## config.mk

```make
export PLATFORM = sky130hd
export DESIGN_NAME = pch_config_regs
export DESIGN_NICKNAME = d
export VERILOG_FILES = /design/src/pch_pkg.sv /design/src/pch_config_regs.sv /design/src/pch_pd_engine.sv
export SDC_FILE = /design/constraint.sdc
export NUM_CORES = 1
export LEC_CHECK = 0
export BUFFER_PORTS_ARGS = -buffer_cell sky130_fd_sc_hd__buf_2
export CORE_ASPECT_RATIO = 1.75
export CORE_MARGIN = 2
export CORE_UTILIZATION = 25
export DETAILED_ROUTE_END_ITERATION = 6
export GPL_TIMING_DRIVEN = 0
export HOLD_SLACK_MARGIN = 0.06
export PLACE_DENSITY = 0.47
export SYNTH_ARGS = -nofsm -noshare
export SYNTH_HDL_FRONTEND = slang
export SYNTH_SLANG_ARGS = --single-unit
export TNS_END_PERCENT = 30
```

## constraint.sdc

```tcl
create_clock -name clock -period 2.46 [get_ports clock]
set_input_delay 0.615 -clock clock [delete_from_list [all_inputs] [get_ports clock]]
set_output_delay 0.615 -clock clock [all_outputs]
set_load 0.05 [all_outputs]
```

## src/pch_pkg.sv

```systemverilog
package pch_pkg;

  // ---------------------------------------------------------------
  // register byte offsets in the header
  // ---------------------------------------------------------------
  localparam logic [7:0] PCH_OFS_CLASS  = 8'h08;
  localparam logic [7:0] PCH_OFS_HDRLAT = 8'h0C;
  localparam logic [7:0] PCH_OFS_BASE   = 8'h10;
  localparam logic [7:0] PCH_OFS_BOARD  = 8'h2C;
  localparam logic [7:0] PCH_OFS_CAPPTR = 8'h34;
  localparam logic [7:0] PCH_OFS_IRQ    = 8'h3C;
  localparam logic [7:0] PCH_OFS_CTRL   = 8'h40;
  localparam logic [7:0] PCH_OFS_PDCAP  = 8'h44;

  // ---------------------------------------------------------------
  // fixed field values
  // ---------------------------------------------------------------
  localparam logic [23:0] PCH_CLASS_CODE  = 24'h040000;
  localparam logic [7:0]  PCH_HDR_TYPE    = 8'h80;
  localparam logic [11:0] PCH_BASE_LOW    = 12'h008;
  localparam logic [7:0]  PCH_CAP_PTR     = 8'h44;
  localparam logic [6:0]  PCH_MAX_LAT     = 7'h28;
  localparam logic [8:0]  PCH_MIN_GNT     = 9'h010;
  localparam logic [7:0]  PCH_IRQ_PIN     = 8'h01;
  localparam logic [7:0]  PCH_PD_NEXT_PTR = 8'h4C;
  localparam logic [7:0]  PCH_PD_CAP_CODE = 8'h03;

  // ---------------------------------------------------------------
  // field positions and reset values
  // ---------------------------------------------------------------
  localparam int          PCH_CTRL_VWE_BIT  = 0;
  localparam int          PCH_CTRL_CMB_BIT  = 1;
  localparam int          PCH_CTRL_CMA_BIT  = 2;
  localparam int          PCH_PD_FLAG_BIT   = 31;
  localparam logic [7:0]  PCH_LAT_RESET     = 8'h00;
  localparam logic [2:0]  PCH_CTRL_RESET    = 3'h0;
  localparam logic [15:0] PCH_BOARD_RESET   = 16'h0000;
  localparam logic [1:0]  PCH_PD_LAST_BYTE  = 2'h3;

  // configuration request from the host side
  typedef struct packed {
    logic        rd;
    logic        wr;
    logic [5:0]  dw_addr;
    logic [3:0]  be;
    logic [31:0] wdata;
  } pch_cfg_req_type;

  // byte request to the eeprom controller
  typedef struct packed {
    logic       req;
    logic       we;
    logic [7:0] addr;
    logic [7:0] wdata;
  } pch_ee_req_type;

  // transfer engine states, one-hot
  typedef enum logic [2:0] {
    PCH_PD_IDLE = 3'b001,
    PCH_PD_REQ  = 3'b010,
    PCH_PD_WAIT = 3'b100
  } pch_pd_state_type;

endpackage : pch_pkg

```

## src/pch_config_regs.sv

```systemverilog
`timescale 1ns/1ps


module pch_config_regs
  import pch_pkg::*;
#(
  // revision code, value is arbitrary
  parameter logic [7:0] REVISION = 8'h01
)
(
  // clock and reset
  input  wire logic              clock,
  input  wire logic              resetn,
  // configuration access
  input  pch_cfg_req_type        cfg,
  output logic                   cfg_ack_q,
  output logic [31:0]            cfg_rdata_q,
  // bus master burst control
  input  wire logic              mst_burst,
  input  wire logic              gnt_n,
  output logic                   lat_expired_q,
  output logic                   burst_stop_q,
  // decode and shared control outputs
  output logic [19:0]            mem_base_q,
  output logic                   compat_mode_a_enable_q,
  output logic                   compat_mode_b_enable_q,
  output logic                   board_vendor_write_enable_q,
  // product data word link
  input  wire logic [31:0]       pd_word_in,
  output logic [31:0]            pd_word_q,
  output logic                   pd_word_load_q,
  // eeprom byte port
  output pch_ee_req_type         ee_q,
  input  wire logic              ee_ack,
  input  wire logic [7:0]        ee_rdata
);

  // ---------------------------------------------------------------
  // storage
  // ---------------------------------------------------------------
  logic [7:0]  lat_timer_q;
  logic [7:0]  lat_count_q;
  logic        burst_d1_q;
  logic [31:0] board_q;
  logic [7:0]  irq_line_q;
  logic [2:0]  ctrl_q;
  logic        product_data_done_flag_q;
  logic [7:0]  product_data_byte_address_q;
  logic        pd_busy;
  logic        pd_rd_done;
  logic        pd_wr_done;
  logic        pd_start;
  logic [7:0]  byte_offset;
  logic        wr_ok;
  logic [31:0] rd_word;
  logic [31:0] board_word;
  logic [3:0]  board_lane_we;

  assign byte_offset = {cfg.dw_addr, 2'b00};
  assign wr_ok       = cfg.wr & ~cfg.rd;

  // ---------------------------------------------------------------
  // latency timer register and counter
  // ---------------------------------------------------------------
  // writable timer byte
  always_ff @(posedge clock or negedge resetn) begin
    if (!resetn) begin
      lat_timer_q <= PCH_LAT_RESET;
    end else if (wr_ok && byte_offset == PCH_OFS_HDRLAT && cfg.be[1]) begin
      lat_timer_q <= cfg.wdata[15:8];
    end
  end

  // counter reloads at each burst start, counts pci clocks down
  always_ff @(posedge clock or negedge resetn) begin
    if (!resetn) begin
      lat_count_q   <= 8'h00;
      burst_d1_q    <= 1'b0;
      lat_expired_q <= 1'b0;
    end else begin
      burst_d1_q <= mst_burst;
      if (mst_burst && !burst_d1_q) begin
        lat_count_q   <= lat_timer_q;
        lat_expired_q <= (lat_timer_q == 8'h00);
      end else if (mst_burst) begin
        if (lat_count_q != 8'h00) begin
          lat_count_q <= lat_count_q - 8'h01;
        end
        lat_expired_q <= (lat_count_q <= 8'h01);
      end else begin
        lat_expired_q <= 1'b0;
      end
    end
  end

  // stop once expired and grant gone
  always_ff @(posedge clock or negedge resetn) begin
    if (!resetn) begin
      burst_stop_q <= 1'b0;
    end else begin
      burst_stop_q <= mst_burst & lat_expired_q & gnt_n;
    end
  end

  // ---------------------------------------------------------------
  // memory window base
  // ---------------------------------------------------------------
  // upper bits kept for decoding, per byte lane
  always_ff @(posedge clock or negedge resetn) begin
    if (!resetn) begin
      mem_base_q <= 20'h00000;
    end else if (wr_ok && byte_offset == PCH_OFS_BASE) begin
      if (cfg.be[1]) begin
        mem_base_q[3:0] <= cfg.wdata[15:12];
      end
      if (cfg.be[2]) begin
        mem_base_q[11:4] <= cfg.wdata[23:16];
      end
      if (cfg.be[3]) begin
        mem_base_q[19:12] <= cfg.wdata[31:24];
      end
    end
  end

  // ---------------------------------------------------------------
  // board identifiers
  // ---------------------------------------------------------------
  // vendor lanes gated by the shared enable
  assign board_lane_we[0] = ctrl_q[PCH_CTRL_VWE_BIT];
  assign board_lane_we[1] = ctrl_q[PCH_CTRL_VWE_BIT];
  assign board_lane_we[2] = 1'b1;
  assign board_lane_we[3] = 1'b1;
  assign board_word       = board_q;

  // one process per lane of the identifier word; each lane owns
  // its own byte, so no two processes ever drive the same bits
  genvar lane;
  generate
    for (lane = 0; lane < 4; lane++) begin : g_board
      always_ff @(posedge clock or negedge resetn) begin
        if (!resetn) begin
          // lanes 0 and 1 hold the vendor id, lanes 2 and 3 the board id
          board_q[8*lane +: 8] <= PCH_BOARD_RESET[8*(lane%2) +: 8];
        end else if (wr_ok && byte_offset == PCH_OFS_BOARD &&
                     cfg.be[lane] && board_lane_we[lane]) begin
          board_q[8*lane +: 8] <= cfg.wdata[8*lane +: 8];
        end
      end
    end
  endgenerate

  // ---------------------------------------------------------------
  // interrupt line and device control
  // ---------------------------------------------------------------
  // storage only, no hardware effect
  always_ff @(posedge clock or negedge resetn) begin
    if (!resetn) begin
      irq_line_q <= 8'h00;
    end else if (wr_ok && byte_offset == PCH_OFS_IRQ && cfg.be[0]) begin
      irq_line_q <= cfg.wdata[7:0];
    end
  end

  // three control bits; upper bits not stored
  always_ff @(posedge clock or negedge resetn) begin
    if (!resetn) begin
      ctrl_q <= PCH_CTRL_RESET;
    end else if (wr_ok && byte_offset == PCH_OFS_CTRL && cfg.be[0]) begin
      ctrl_q <= cfg.wdata[2:0];
    end
  end

  // shared with function 1 through outputs
  always_ff @(posedge clock or negedge resetn) begin
    if (!resetn) begin
      compat_mode_a_enable_q      <= 1'b0;
      compat_mode_b_enable_q      <= 1'b0;
      board_vendor_write_enable_q <= 1'b0;
    end else begin
      compat_mode_a_enable_q      <= ctrl_q[PCH_CTRL_CMA_BIT];
      compat_mode_b_enable_q      <= ctrl_q[PCH_CTRL_CMB_BIT];
      board_vendor_write_enable_q <= ctrl_q[PCH_CTRL_VWE_BIT];
    end
  end

  // ---------------------------------------------------------------
  // product data capability
  // ---------------------------------------------------------------
  // a write to the top byte starts a transfer; ignored while busy
  assign pd_start = wr_ok && byte_offset == PCH_OFS_PDCAP &&
                    cfg.be[3] && !pd_busy;

  // only the low address byte is kept
  always_ff @(posedge clock or negedge resetn) begin
    if (!resetn) begin
      product_data_byte_address_q <= 8'h00;
    end else if (wr_ok && byte_offset == PCH_OFS_PDCAP &&
                 cfg.be[2] && !pd_busy) begin
      product_data_byte_address_q <= cfg.wdata[23:16];
    end
  end

  // completion beats a software write in the same cycle
  always_ff @(posedge clock or negedge resetn) begin
    if (!resetn) begin
      product_data_done_flag_q <= 1'b0;
    end else begin
      if (pd_start) begin
        product_data_done_flag_q <= cfg.wdata[PCH_PD_FLAG_BIT];
      end
      // set after a four byte read
      if (pd_rd_done) begin
        product_data_done_flag_q <= 1'b1;
      end
      // clear after a four byte write
      if (pd_wr_done) begin
        product_data_done_flag_q <= 1'b0;
      end
    end
  end

  // load strobe for the data word, same cycle as the flag
  always_ff @(posedge clock or negedge resetn) begin
    if (!resetn) begin
      pd_word_load_q <= 1'b0;
    end else begin
      pd_word_load_q <= pd_rd_done;
    end
  end

  // byte sequencing lives in the engine
  pch_pd_engine u_pd_engine (
    .clock      (clock),
    .resetn     (resetn),
    .start      (pd_start),
    .start_we   (cfg.wdata[PCH_PD_FLAG_BIT]),
    .start_addr ((cfg.be[2]) ? cfg.wdata[23:16] : product_data_byte_address_q),
    .word_in    (pd_word_in),
    .ee_q       (ee_q),
    .ee_ack     (ee_ack),
    .ee_rdata   (ee_rdata),
    .busy_q     (pd_busy),
    .rd_done_q  (pd_rd_done),
    .wr_done_q  (pd_wr_done),
    .word_q     (pd_word_q)
  );

  // ---------------------------------------------------------------
  // read multiplexer
  // ---------------------------------------------------------------
  // unlisted offsets and reserved bits give zero
  always_comb begin
    rd_word = 32'h0000_0000;
    case (byte_offset)
      PCH_OFS_CLASS: begin
        rd_word = {PCH_CLASS_CODE, REVISION};
      end
      PCH_OFS_HDRLAT: begin
        rd_word = {8'h00, PCH_HDR_TYPE, lat_timer_q, 8'h00};
      end
      PCH_OFS_BASE: begin
        rd_word = {mem_base_q, PCH_BASE_LOW};
      end
      PCH_OFS_BOARD: begin
        rd_word = board_word;
      end
      PCH_OFS_CAPPTR: begin
        rd_word = {24'h000000, PCH_CAP_PTR};
      end
      PCH_OFS_IRQ: begin
        rd_word = {PCH_MAX_LAT, PCH_MIN_GNT, PCH_IRQ_PIN, irq_line_q};
      end
      PCH_OFS_CTRL: begin
        rd_word = {29'h0, ctrl_q};
      end
      PCH_OFS_PDCAP: begin
        rd_word = {product_data_done_flag_q, 7'h00,
                   product_data_byte_address_q,
                   PCH_PD_NEXT_PTR, PCH_PD_CAP_CODE};
      end
      default: begin
        rd_word = 32'h0000_0000;
      end
    endcase
  end

  // answer one cycle after the request
  always_ff @(posedge clock or negedge resetn) begin
    if (!resetn) begin
      cfg_ack_q   <= 1'b0;
      cfg_rdata_q <= 32'h0000_0000;
    end else begin
      cfg_ack_q <= cfg.rd | cfg.wr;
      if (cfg.rd) begin
        cfg_rdata_q <= rd_word;
      end
    end
  end

endmodule : pch_config_regs

```

## src/pch_pd_engine.sv

```systemverilog
`timescale 1ns/1ps

module pch_pd_engine
  import pch_pkg::*;
(
  // clock and reset
  input  wire logic           clock,
  input  wire logic           resetn,
  // start of a four byte transfer
  input  wire logic           start,
  input  wire logic           start_we,
  input  wire logic [7:0]     start_addr,
  input  wire logic [31:0]    word_in,
  // eeprom byte port
  output pch_ee_req_type      ee_q,
  input  wire logic           ee_ack,
  input  wire logic [7:0]     ee_rdata,
  // completion
  output logic                busy_q,
  output logic                rd_done_q,
  output logic                wr_done_q,
  output logic [31:0]         word_q
);

  pch_pd_state_type state_q;
  logic [1:0]       idx_q;
  logic             we_q;
  logic [7:0]       base_q;
  logic [31:0]      wr_word_q;

  // ---------------------------------------------------------------
  // byte sequencer
  // ---------------------------------------------------------------
  // one byte per handshake; req drops for a cycle between bytes
  always_ff @(posedge clock or negedge resetn) begin
    if (!resetn) begin
      state_q   <= PCH_PD_IDLE;
      idx_q     <= 2'h0;
      we_q      <= 1'b0;
      base_q    <= 8'h00;
      wr_word_q <= 32'h0000_0000;
      rd_done_q <= 1'b0;
      wr_done_q <= 1'b0;
    end else begin
      rd_done_q <= 1'b0;
      wr_done_q <= 1'b0;
      case (state_q)
        PCH_PD_IDLE: begin
          if (start) begin
            we_q      <= start_we;
            base_q    <= start_addr;
            wr_word_q <= word_in;
            idx_q     <= 2'h0;
            state_q   <= PCH_PD_REQ;
          end
        end
        PCH_PD_REQ: begin
          state_q <= PCH_PD_WAIT;
        end
        PCH_PD_WAIT: begin
          if (ee_ack) begin
            if (idx_q == PCH_PD_LAST_BYTE) begin
              rd_done_q <= ~we_q;
              wr_done_q <= we_q;
              state_q   <= PCH_PD_IDLE;
            end else begin
              idx_q   <= idx_q + 2'h1;
              state_q <= PCH_PD_REQ;
            end
          end
        end
        default: begin
          state_q <= PCH_PD_IDLE;
        end
      endcase
    end
  end

  // ---------------------------------------------------------------
  // eeprom request outputs
  // ---------------------------------------------------------------
  // lsb at base, msb at base plus three
  always_ff @(posedge clock or negedge resetn) begin
    if (!resetn) begin
      ee_q <= '0;
    end else begin
      ee_q.req   <= (state_q == PCH_PD_REQ) |
                    ((state_q == PCH_PD_WAIT) & ~ee_ack);
      ee_q.we    <= we_q;
      ee_q.addr  <= base_q + {6'h00, idx_q};
      ee_q.wdata <= wr_word_q[8*idx_q +: 8];
    end
  end

  // ---------------------------------------------------------------
  // read assembly and busy
  // ---------------------------------------------------------------
  always_ff @(posedge clock or negedge resetn) begin
    if (!resetn) begin
      word_q <= 32'h0000_0000;
      busy_q <= 1'b0;
    end else begin
      if ((state_q == PCH_PD_WAIT) && ee_ack && !we_q) begin
        word_q[8*idx_q +: 8] <= ee_rdata;
      end
      busy_q <= (state_q != PCH_PD_IDLE) | start;
    end
  end

endmodule : pch_pd_engine

```

==> impl_metrics.ini, run 1 <==
[outcome]
status = complete, no violations

[critical_path]
max_stage_delay_ns = 0.65
reg2regPathDepth = 8
cp-end-kind = register
crit_buf_inv = 2
startpoint_type = input port
crit_top_cell = buf_2
crit_type = in2reg
cp.arrival_ns = 2.68
worst-path-stages = 6
cp_slowest_cell = nor4b_2
crit_family = simple AND/OR/NAND/NOR gates
path_cells = buf_2 -> or2_2 -> buf_2 -> nor4b_2 -> nand3_2 -> mux2_2
path_max_fanout = 9
required_ns = 2.86

[floorplanning]
die_x_um = 154
dieArea_um2 = 41000
die_y_um = 266
pin_count = 198
core_area_um2 = 39000
num_rows = 96
initial_core_util_pct = 25.2

[routing]
drc_errors = 0
viasPerCell = 4.68
drt-pass1-iter-count = 4
wl_per_cell_um = 19.7
drt_iter0_markers = 232
route.antenna.remaining_nets = 0
wirelength_um = 29500
vias = 7004

[logic_synthesis]
syn_inst = 764
synth_nets = 864
syn-cell-area_um2 = 9820
synth_top_area_share_pct = 57.6
synth_area_leaders = dfrtp_1, mux2_2, a21bo_2, nand4_1, mux4_2
synthFlopType = dfrtp_1
async_flop_share_pct = 100
synth-seq-cells = 227
synth.avg_cell_area_um2 = 12.9
yosys_warnings = 0
synth-seq-area-share_pct = 57.8
synth_top_cell_by_area = dfrtp_1
synth-edff-count = 0
yosysUniqueCellTypes = 68

[timing]
relSlewSlack_pct = 20.3
fin_tns_setup_ns = 0
rsz0062_at_grt = no
setup_ws_ns = 0.184
slew_viol_final = 0
fin_skew_ns = 0.0120
setup_violations = 0
min_period_ns = 2.28
worstMarginPinSlew_ns = 1.19
timing.fmax_mhz = 439
hold_violations = 0
post-route-period-util_pct = 92.5

[power_and_ir_drop]
irDropWorstVdd_mv = 0.444
finalPower_uw = 8800
powerDensity_nw_per_um2 = 715
p_leak_uw = 0.00609

[placed_design]
io_buffer_count = 196
gp_congestion = 0.762
dp_hpwl_um = 21500
dp_worst_setup_slack_ns = -0.502

[job]
drv_cap = 0

[layout]
drive_above_1_share_pct = 42.8
fillers = 3951
layout-area-overhead-vs-synth_pct = 25.2
layout.nets = 1090

[cts]
clock_latency_ns = 0.53
clk_pin_slew_ns = 0.06
post-cts-setup-buffers = 0
clockRootBuffer = clkbuf_16
clock_sinks = 227
clk_path_buf_depth = 3
cts_tree = yes
htree_levels = 1
cts_inserted_buffers = 25

[grt]
gr-total-overflow = 0
track_usage_pct = 14.4
grt_pass1_wl_um = 45200
grt_max_degree = 115
antenna_found_initial = 4
grt_pass1_vias = 7377

[hold_path]
hold_path_depth = 1
hold_class = in2reg
==> sequential cells by signal, summed over array words and instances, names as in the netlist, 8 cells and up <==
| signal | cells |
|---|---|
| lat_count_q | 8 |
| irq_line_q | 8 |
| lat_timer_q | 8 |
| u_pd_engine.ee_q | 18 |
| product_data_byte_address_q | 8 |
| u_pd_engine.base_q | 8 |
| u_pd_engine.wr_word_q | 32 |
| board_q | 32 |
| u_pd_engine.word_q | 32 |
| mem_base_q | 20 |
| cfg_rdata_q | 32 |
==> per-layer routing <==
metal	GRT usage (%)	vias up	part of all wire (%)
met5	0	-	0.14
met1	16.0	3515	38
met2	26.9	174	54
met3	2.59	59	4.4
li1	-	3250	-
met4	6.01	6	3.5
==> cell usage after synthesis, types with 3 or more instances <==
cell      instances
or2_2             4
buf_1             8
nor2_1           38
or3_1             4
nor3_1            9
nor4_1            3
mux2_2          117
inv_1            21
nand4_1          33
o22ai_1           9
buf_2             8
nand3_1           8
a21bo_2          32
clkbuf_1         18
dfrtp_1         226
mux2i_1          15
ha_1             10
nand2_1          36
o21ai_0          20
o32ai_1           3
buf_6             4
a31oi_1          16
o21ai_1           9
a22oi_1          17
xor2_1            3
mux4_2            8
xnor2_1           3
and3_1            5
nand2b_1          9
a21oi_1          21
==> final timing paths <==
| check | from | to | slack (ns) |
|---|---|---|---|
| worst max-delay path | cfg[41] | mem_base_q[10] | 0.18 |
| worst min-delay path | mst_burst | burst_d1_q | 0.30 |
| worst max register to register | u_pd_engine.idx_q[1] | u_pd_engine.word_q[0] | 0.22 |
| worst min register to register | u_pd_engine.rd_done_q | pd_word_load_q | 0.40 |
| max in group asynchronous | resetn | irq_line_q[7] | 1.17 |
| min in group asynchronous | resetn | u_pd_engine.wr_word_q[28] | 0.46 |
==> layout make-up <==
type                            count  area, um^2  area share, %
Antenna cell                        1        2.50         0.0203
Sequential cell                   227        5680           46.2
Clock inverter                      7        72.6          0.590
Buffer                             39         195           1.59
Inverter                           21        78.8          0.641
Timing Repair Buffer              199        1060           8.58
Clock buffer                       36         707           5.75
Tap cell                          490         613           4.98
Multi-Input combinational cell    477        3900           31.7
==> metrics by stage <==
stage | instances | utilization (%) | instance area, um^2 | hold WS (ns)
5_1_grt | 1497 | 31.5 | 12300 | 0.278
3_3_place_gp | 1450 | 29.3 | 11400 | 0.376
4_1_cts | 1496 | 31.5 | 12300 | 0.269
2_1_floorplan | 764 | - | 9820 | 0.319
3_5_place_dp | 1452 | 29.4 | 11500 | 0.383
6_report | 1497 | 31.5 | 12300 | 0.299
==> repair_timing <==
item	CTS	global route
cloned	0	0
setup endpoints to repair	32	27
pin swaps	0	0
hold endpoints to repair	2	0
gates resized for setup	4	4
hold buffers	1	0
==> kinds of logic (layout without fill, tap and decap cells) <==
kind of cell    Yosys count  count (layout)  share of synthesized area (%)
flops                   227             227                           57.8
simple gates            175             175                           10.1
compound gates          145             145                           10.6
mux                     140             140                           16.8
buf+inv                  60             302                           2.74
fa+ha+maj                11              11                           1.48
xor+xnor                  6               6                          0.535
other cells               0               1                              0
==> layout by cell type, fill, tap and decap left out, drive strengths merged, types with 2 or more instances in the layout <==
cell type	netlist	routed
nor2b	2	2
nand2b	10	10
ha	10	10
a31oi	16	16
nand2	36	36
nor3b	2	2
nor3	11	11
dfrtp	226	226
nor4	5	5
and3	5	5
a21bo	32	32
o32ai	3	3
nor2	40	40
a32oi	2	2
nand3	10	10
clkinv	0	3
a21oi	21	21
o22a	2	2
inv	21	22
mux2i	15	15
a221oi	2	2
and2	2	2
xnor2	3	3
clkinvlp	0	2
clkbuf	18	55
or2	4	4
o22ai	9	9
o21ai	29	29
xor2	3	3
nand4	34	34
buf	21	218
mux4	8	8
nor4b	3	3
mux2	117	117
a22oi	17	17
or3	4	4
==> power by group <==
part | leakage [uW] | switching, uW | internal [uW]
combinational | 0.00263 | 709 | 354
clock | 0.000376 | 1560 | 2100
sequential | 0.00309 | 156 | 3920
total | 0.00609 | 2430 | 6370
(Power assumes the default switching activity.)
==> run 2: changes to the inputs <==
--- a/config.mk
+++ b/config.mk
@@ -9,6 +9,7 @@
 export CORE_ASPECT_RATIO = 1.75
 export CORE_MARGIN = 2
 export CORE_UTILIZATION = 25
+export CTS_BUF_LIST = sky130_fd_sc_hd__clkbuf_4 sky130_fd_sc_hd__clkbuf_8
 export DETAILED_ROUTE_END_ITERATION = 6
 export GPL_TIMING_DRIVEN = 0
 export HOLD_SLACK_MARGIN = 0.06
==> impl_metrics.ini, run 2 (same netlist as run 1, synthesis figures left out) <==
[cts]
cts_inserted_buffers = 39
clockRootBuffer = clkbuf_8
clk_path_buf_depth = 3
htree_levels = 2
clk_pin_slew_ns = 0.06
clock_latency_ns = 0.55
clock_sinks = 227
cts_tree = yes
post-cts-setup-buffers = 0

[routing]
drt_iter0_markers = 270
drt-pass1-iter-count = 4
wirelength_um = 29500
wl_per_cell_um = 19.5
drc_errors = 0
vias = 7107
viasPerCell = 4.68
route.antenna.remaining_nets = 0

[timing]
timing.fmax_mhz = 438
relSlewSlack_pct = 20.9
hold_violations = 0
slew_viol_final = 0
rsz0062_at_grt = no
worstMarginPinSlew_ns = 1.18
setup_ws_ns = 0.177
post-route-period-util_pct = 92.8
fin_tns_setup_ns = 0
fin_skew_ns = 0.0127
setup_violations = 0
min_period_ns = 2.28

[critical_path]
crit_type = in2reg
required_ns = 2.82
reg2regPathDepth = 8
cp.arrival_ns = 2.64
startpoint_type = input port
cp-end-kind = register
path_max_fanout = 10
rrSetupSlack_ns = 0.23
r2r_start = u_pd_engine.idx_q[1]
reg2reg_to = u_pd_engine.word_q[0]

[job]
drv_cap = 0

[hold_path]
min_to = burst_d1_q
hold_path_depth = 1
hold_class = in2reg
min_from = mst_burst

[layout]
final_common_cell = dfrtp_1
layout_common_cells = dfrtp_1, buf_2, mux2_2, clkbuf_8, nor2_1
layout.nets = 1104
layout-area-overhead-vs-synth_pct = 25.2
drive_above_1_share_pct = 44.6
finalNonFillerCells = 1517

[floorplanning]
core_area_um2 = 39000
num_rows = 96
dieArea_um2 = 41000
die_y_um = 266
initial_core_util_pct = 25.2
die_x_um = 154
pin_count = 198

[grt]
grt_pass1_wl_um = 45500
gr-total-overflow = 0
track_usage_pct = 14.6
grt_max_degree = 115
grt_pass1_vias = 7565
antenna_found_initial = 5

[power_and_ir_drop]
irDropWorstVdd_mv = 0.442
finalPower_uw = 8660
p_leak_uw = 0.00613
p_int_uw = 6260
power_switching_uw = 2400
power_frac_comb_pct = 12.2
powerDensity_nw_per_um2 = 704
swShare_pct = 27.7
clockPowerShare_pct = 40.7
p_seq_share_pct = 47.1

[outcome]
status = complete, no violations

[placed_design]
dp_cells = 1452
gp_congestion = 0.762
io_buffer_count = 196
dp_worst_setup_slack_ns = -0.502
dp_hpwl_um = 21500
-- run 2: cell count changes in the layout (fill, tap and decap cells not counted), moves of 2 or more --
cell	previous run	this run
clkbuf_16	25	0
clkbuf_1	24	17
clkbuf_4	1	9
clkbuf_8	4	52
clkinvlp_4	2	0
-- run 2: layer usage --
| metal | up-vias | global-route usage (%) | part of all wire [%] |
|---|---|---|---|
| li1 | 3277 | - | - |
| met1 | 3554 | 15.9 | 37 |
| met2 | 194 | 27.0 | 54 |
| met3 | 76 | 2.96 | 4.7 |
| met4 | 6 | 6.90 | 4.2 |
| met5 | - | 0 | 0.12 |
-- run 2: area by class of cell --
type | instances | area [um^2]
clock buffer | 60 | 776
tap | 490 | 613
buffer | 39 | 195
clock inverter | 2 | 10.0
sequential | 227 | 5680
antenna | 2 | 5.00
multi-input combinational | 477 | 3890
timing repair buffer | 199 | 1060
inverter | 21 | 78.8
fill | 3957 | 26700
-- run 2: worst max-delay path, stage by stage --
cell and delay (ns):
buf_2 0.17, clkbuf_1 0.47, o21ai_0 0.19, a211oi_2 0.98
o22ai_1 0.22
-- run 2: power by group through the flow --
stage                     clock, uW  sequential, uW  combinational (uW)
after floorplan                   0            4320                 438
after global placement            0            4140                1050
after detailed placement          0            4140                1070
after CTS                      3680            4070                1080
after global routing           3840            4100                1170
final                          3520            4080                1060
-- run 2: how the worst max path moves through the flow --
stage	end	from	cells past startpoint	slack, ns
after detailed placement	cfg_rdata_q[27]	cfg[41]	8	-0.50
after floorplan	u_pd_engine.wr_word_q[10]	cfg[39]	6	0.17
after global routing	cfg_rdata_q[29]	cfg[38]	5	0.02
after global placement	mem_base_q[3]	resetn	1	-3.46
final	cfg_rdata_q[24]	cfg[38]	5	0.18
after CTS	cfg_rdata_q[19]	cfg[41]	8	0.1
-- run 2: repair_timing --
item                                    CTS  global route
endpoints found under the setup margin   32            24
endpoints found under the hold margin     2             0
gates resized for setup                   4             3
pin swaps                                 0             0
hold buffers                              1             0
-- run 2: per-stage QoR --
stage               instance area [um^2]  util (%)  hold WS (ns)
CTS                                12300      31.5         0.246
global placement                   11400      29.3         0.376
finish                             12300      31.5         0.295
detailed placement                 11500      29.4         0.383
global route                       12300      31.5         0.263
floorplan                           9820         -         0.319
==> run 3: changes to the inputs <==
--- a/config.mk
+++ b/config.mk
@@ -13,7 +13,7 @@
 export DETAILED_ROUTE_END_ITERATION = 6
 export GPL_TIMING_DRIVEN = 0
 export HOLD_SLACK_MARGIN = 0.06
-export PLACE_DENSITY = 0.47
+export PLACE_DENSITY_LB_ADDON = 0.2
 export SYNTH_ARGS = -nofsm -noshare
 export SYNTH_HDL_FRONTEND = slang
 export SYNTH_SLANG_ARGS = --single-unit
==> impl_metrics.ini, run 3 (same netlist as run 1, synthesis figures left out) <==
[timing]
slew_viol_final = 0
fin_tns_setup_ns = 0
min_period_ns = 2.27
hold_violations = 0
relSlewSlack_pct = 24.2
post-route-period-util_pct = 92.4
hold_ws_ns = 0.289
rsz0062_at_grt = no
setup_ws_ns = 0.186
setup_violations = 0
timing.fmax_mhz = 440
fin_skew_ns = 0.0172
worstMarginPinSlew_ns = 1.13

[cts]
cts_inserted_buffers = 38
htree_levels = 2
clock_sinks = 227
clk_pin_slew_ns = 0.07
clockRootBuffer = clkbuf_8
clk_path_buf_depth = 3
clock_latency_ns = 0.55
cts_tree = yes

[outcome]
status = complete, no violations

[power_and_ir_drop]
p_leak_uw = 0.00617
powerDensity_nw_per_um2 = 727
irDropWorstVdd_mv = 0.310

[job]
drv_cap = 0

[critical_path]
required_ns = 2.81
crit_type = in2reg
startpoint_type = input port
path_max_fanout = 10
cp.arrival_ns = 2.63
cp-end-kind = register

[grt]
grt_max_degree = 101
track_usage_pct = 14.6
grt_pass1_wl_um = 45700
gr-total-overflow = 0
antenna_found_initial = 3
grt_pass1_vias = 7584

[placed_design]
dp_hpwl_um = 21600
gp_congestion = 0.781
dp_worst_setup_slack_ns = -0.455
io_buffer_count = 196

[floorplanning]
pin_count = 198
dieArea_um2 = 41000
die_x_um = 154
die_y_um = 266
initial_core_util_pct = 25.2
num_rows = 96
core_area_um2 = 39000

[hold_path]
hold_class = in2reg

[layout]
layout.nets = 1103
layout_common_cells = dfrtp_1, buf_2, mux2_2, clkbuf_8, nor2_1
drive_above_1_share_pct = 45.0
layout-area-overhead-vs-synth_pct = 26.2
final_common_cell = dfrtp_1

[routing]
drc_errors = 0
drt_iter0_markers = 349
viasPerCell = 4.69
drt-pass1-iter-count = 4
wl_per_cell_um = 19.5
vias = 7132
route.antenna.remaining_nets = 0
wirelength_um = 29600
==> run 3: final timing paths <==
kind	from	end	slack, ns	depth (start not counted)
max	cfg[38]	cfg_rdata_q[24]	0.19	5
min	cfg[42]	cfg_ack_q	0.29	2
max reg2reg	u_pd_engine.idx_q[1]	u_pd_engine.word_q[0]	0.21	8
min reg2reg	u_pd_engine.rd_done_q	pd_word_load_q	0.40	0
max in group asynchronous	resetn	mem_base_q[3]	0.57	4
min in group asynchronous	resetn	u_pd_engine.wr_word_q[21]	0.59	2
==> run 3: per-layer routing <==
layer  vias up  track usage (%)  share of wire, %
met1      3588             16.3                37
met5         -                0             0.064
met3        62             3.27               5.5
met4         4             5.73               3.1
li1       3286                -                 -
met2       192             26.9                54
==> run 3: what timing repair did <==
item | CTS | global route
gates resized for setup | 5 | 2
hold endpoints to repair | 58 | 0
buffers inserted | 0 | 0
hold buffers | 1 | 0
endpoints found under the setup margin | 32 | 17
==> run 3: worst max-delay path, cell delays in order <==
cell and delay (ns):
buf_2 0.18, clkbuf_1 0.47, o21ai_0 0.19, a211oi_2 0.94, o22ai_1 0.22
==> run 3: report_power, final <==
group	leakage [uW]	internal, uW	switching (uW)
sequential	0.00308	3920	154
combinational	0.00263	352	710
clock	0.000462	2280	1590
total	0.00617	6560	2450
==> run 3: cell type report <==
type / instances / area (um^2)
inverters: 21 / 78.8
plain buffers: 39 / 195
repair buffers: 199 / 1060
fillers: 4001 / 26600
clock buffers: 61 / 764
well taps: 490 / 613
flip-flops and latches: 227 / 5680
clock inverters: 7 / 113
diodes: 1 / 2.50
multi-input cells: 477 / 3890
==> run 3: metrics by stage <==
stage / util, % / total power (uW) / cells / instance area [um^2]
floorplan: - / 4760 / 764 / 9820
global placement: 29.3 / 5190 / 1450 / 11400
detailed placement: 29.4 / 5220 / 1452 / 11500
CTS: 31.7 / 9180 / 1521 / 12400
global route: 31.8 / 9450 / 1522 / 12400
finish: 31.8 / 9010 / 1522 / 12400
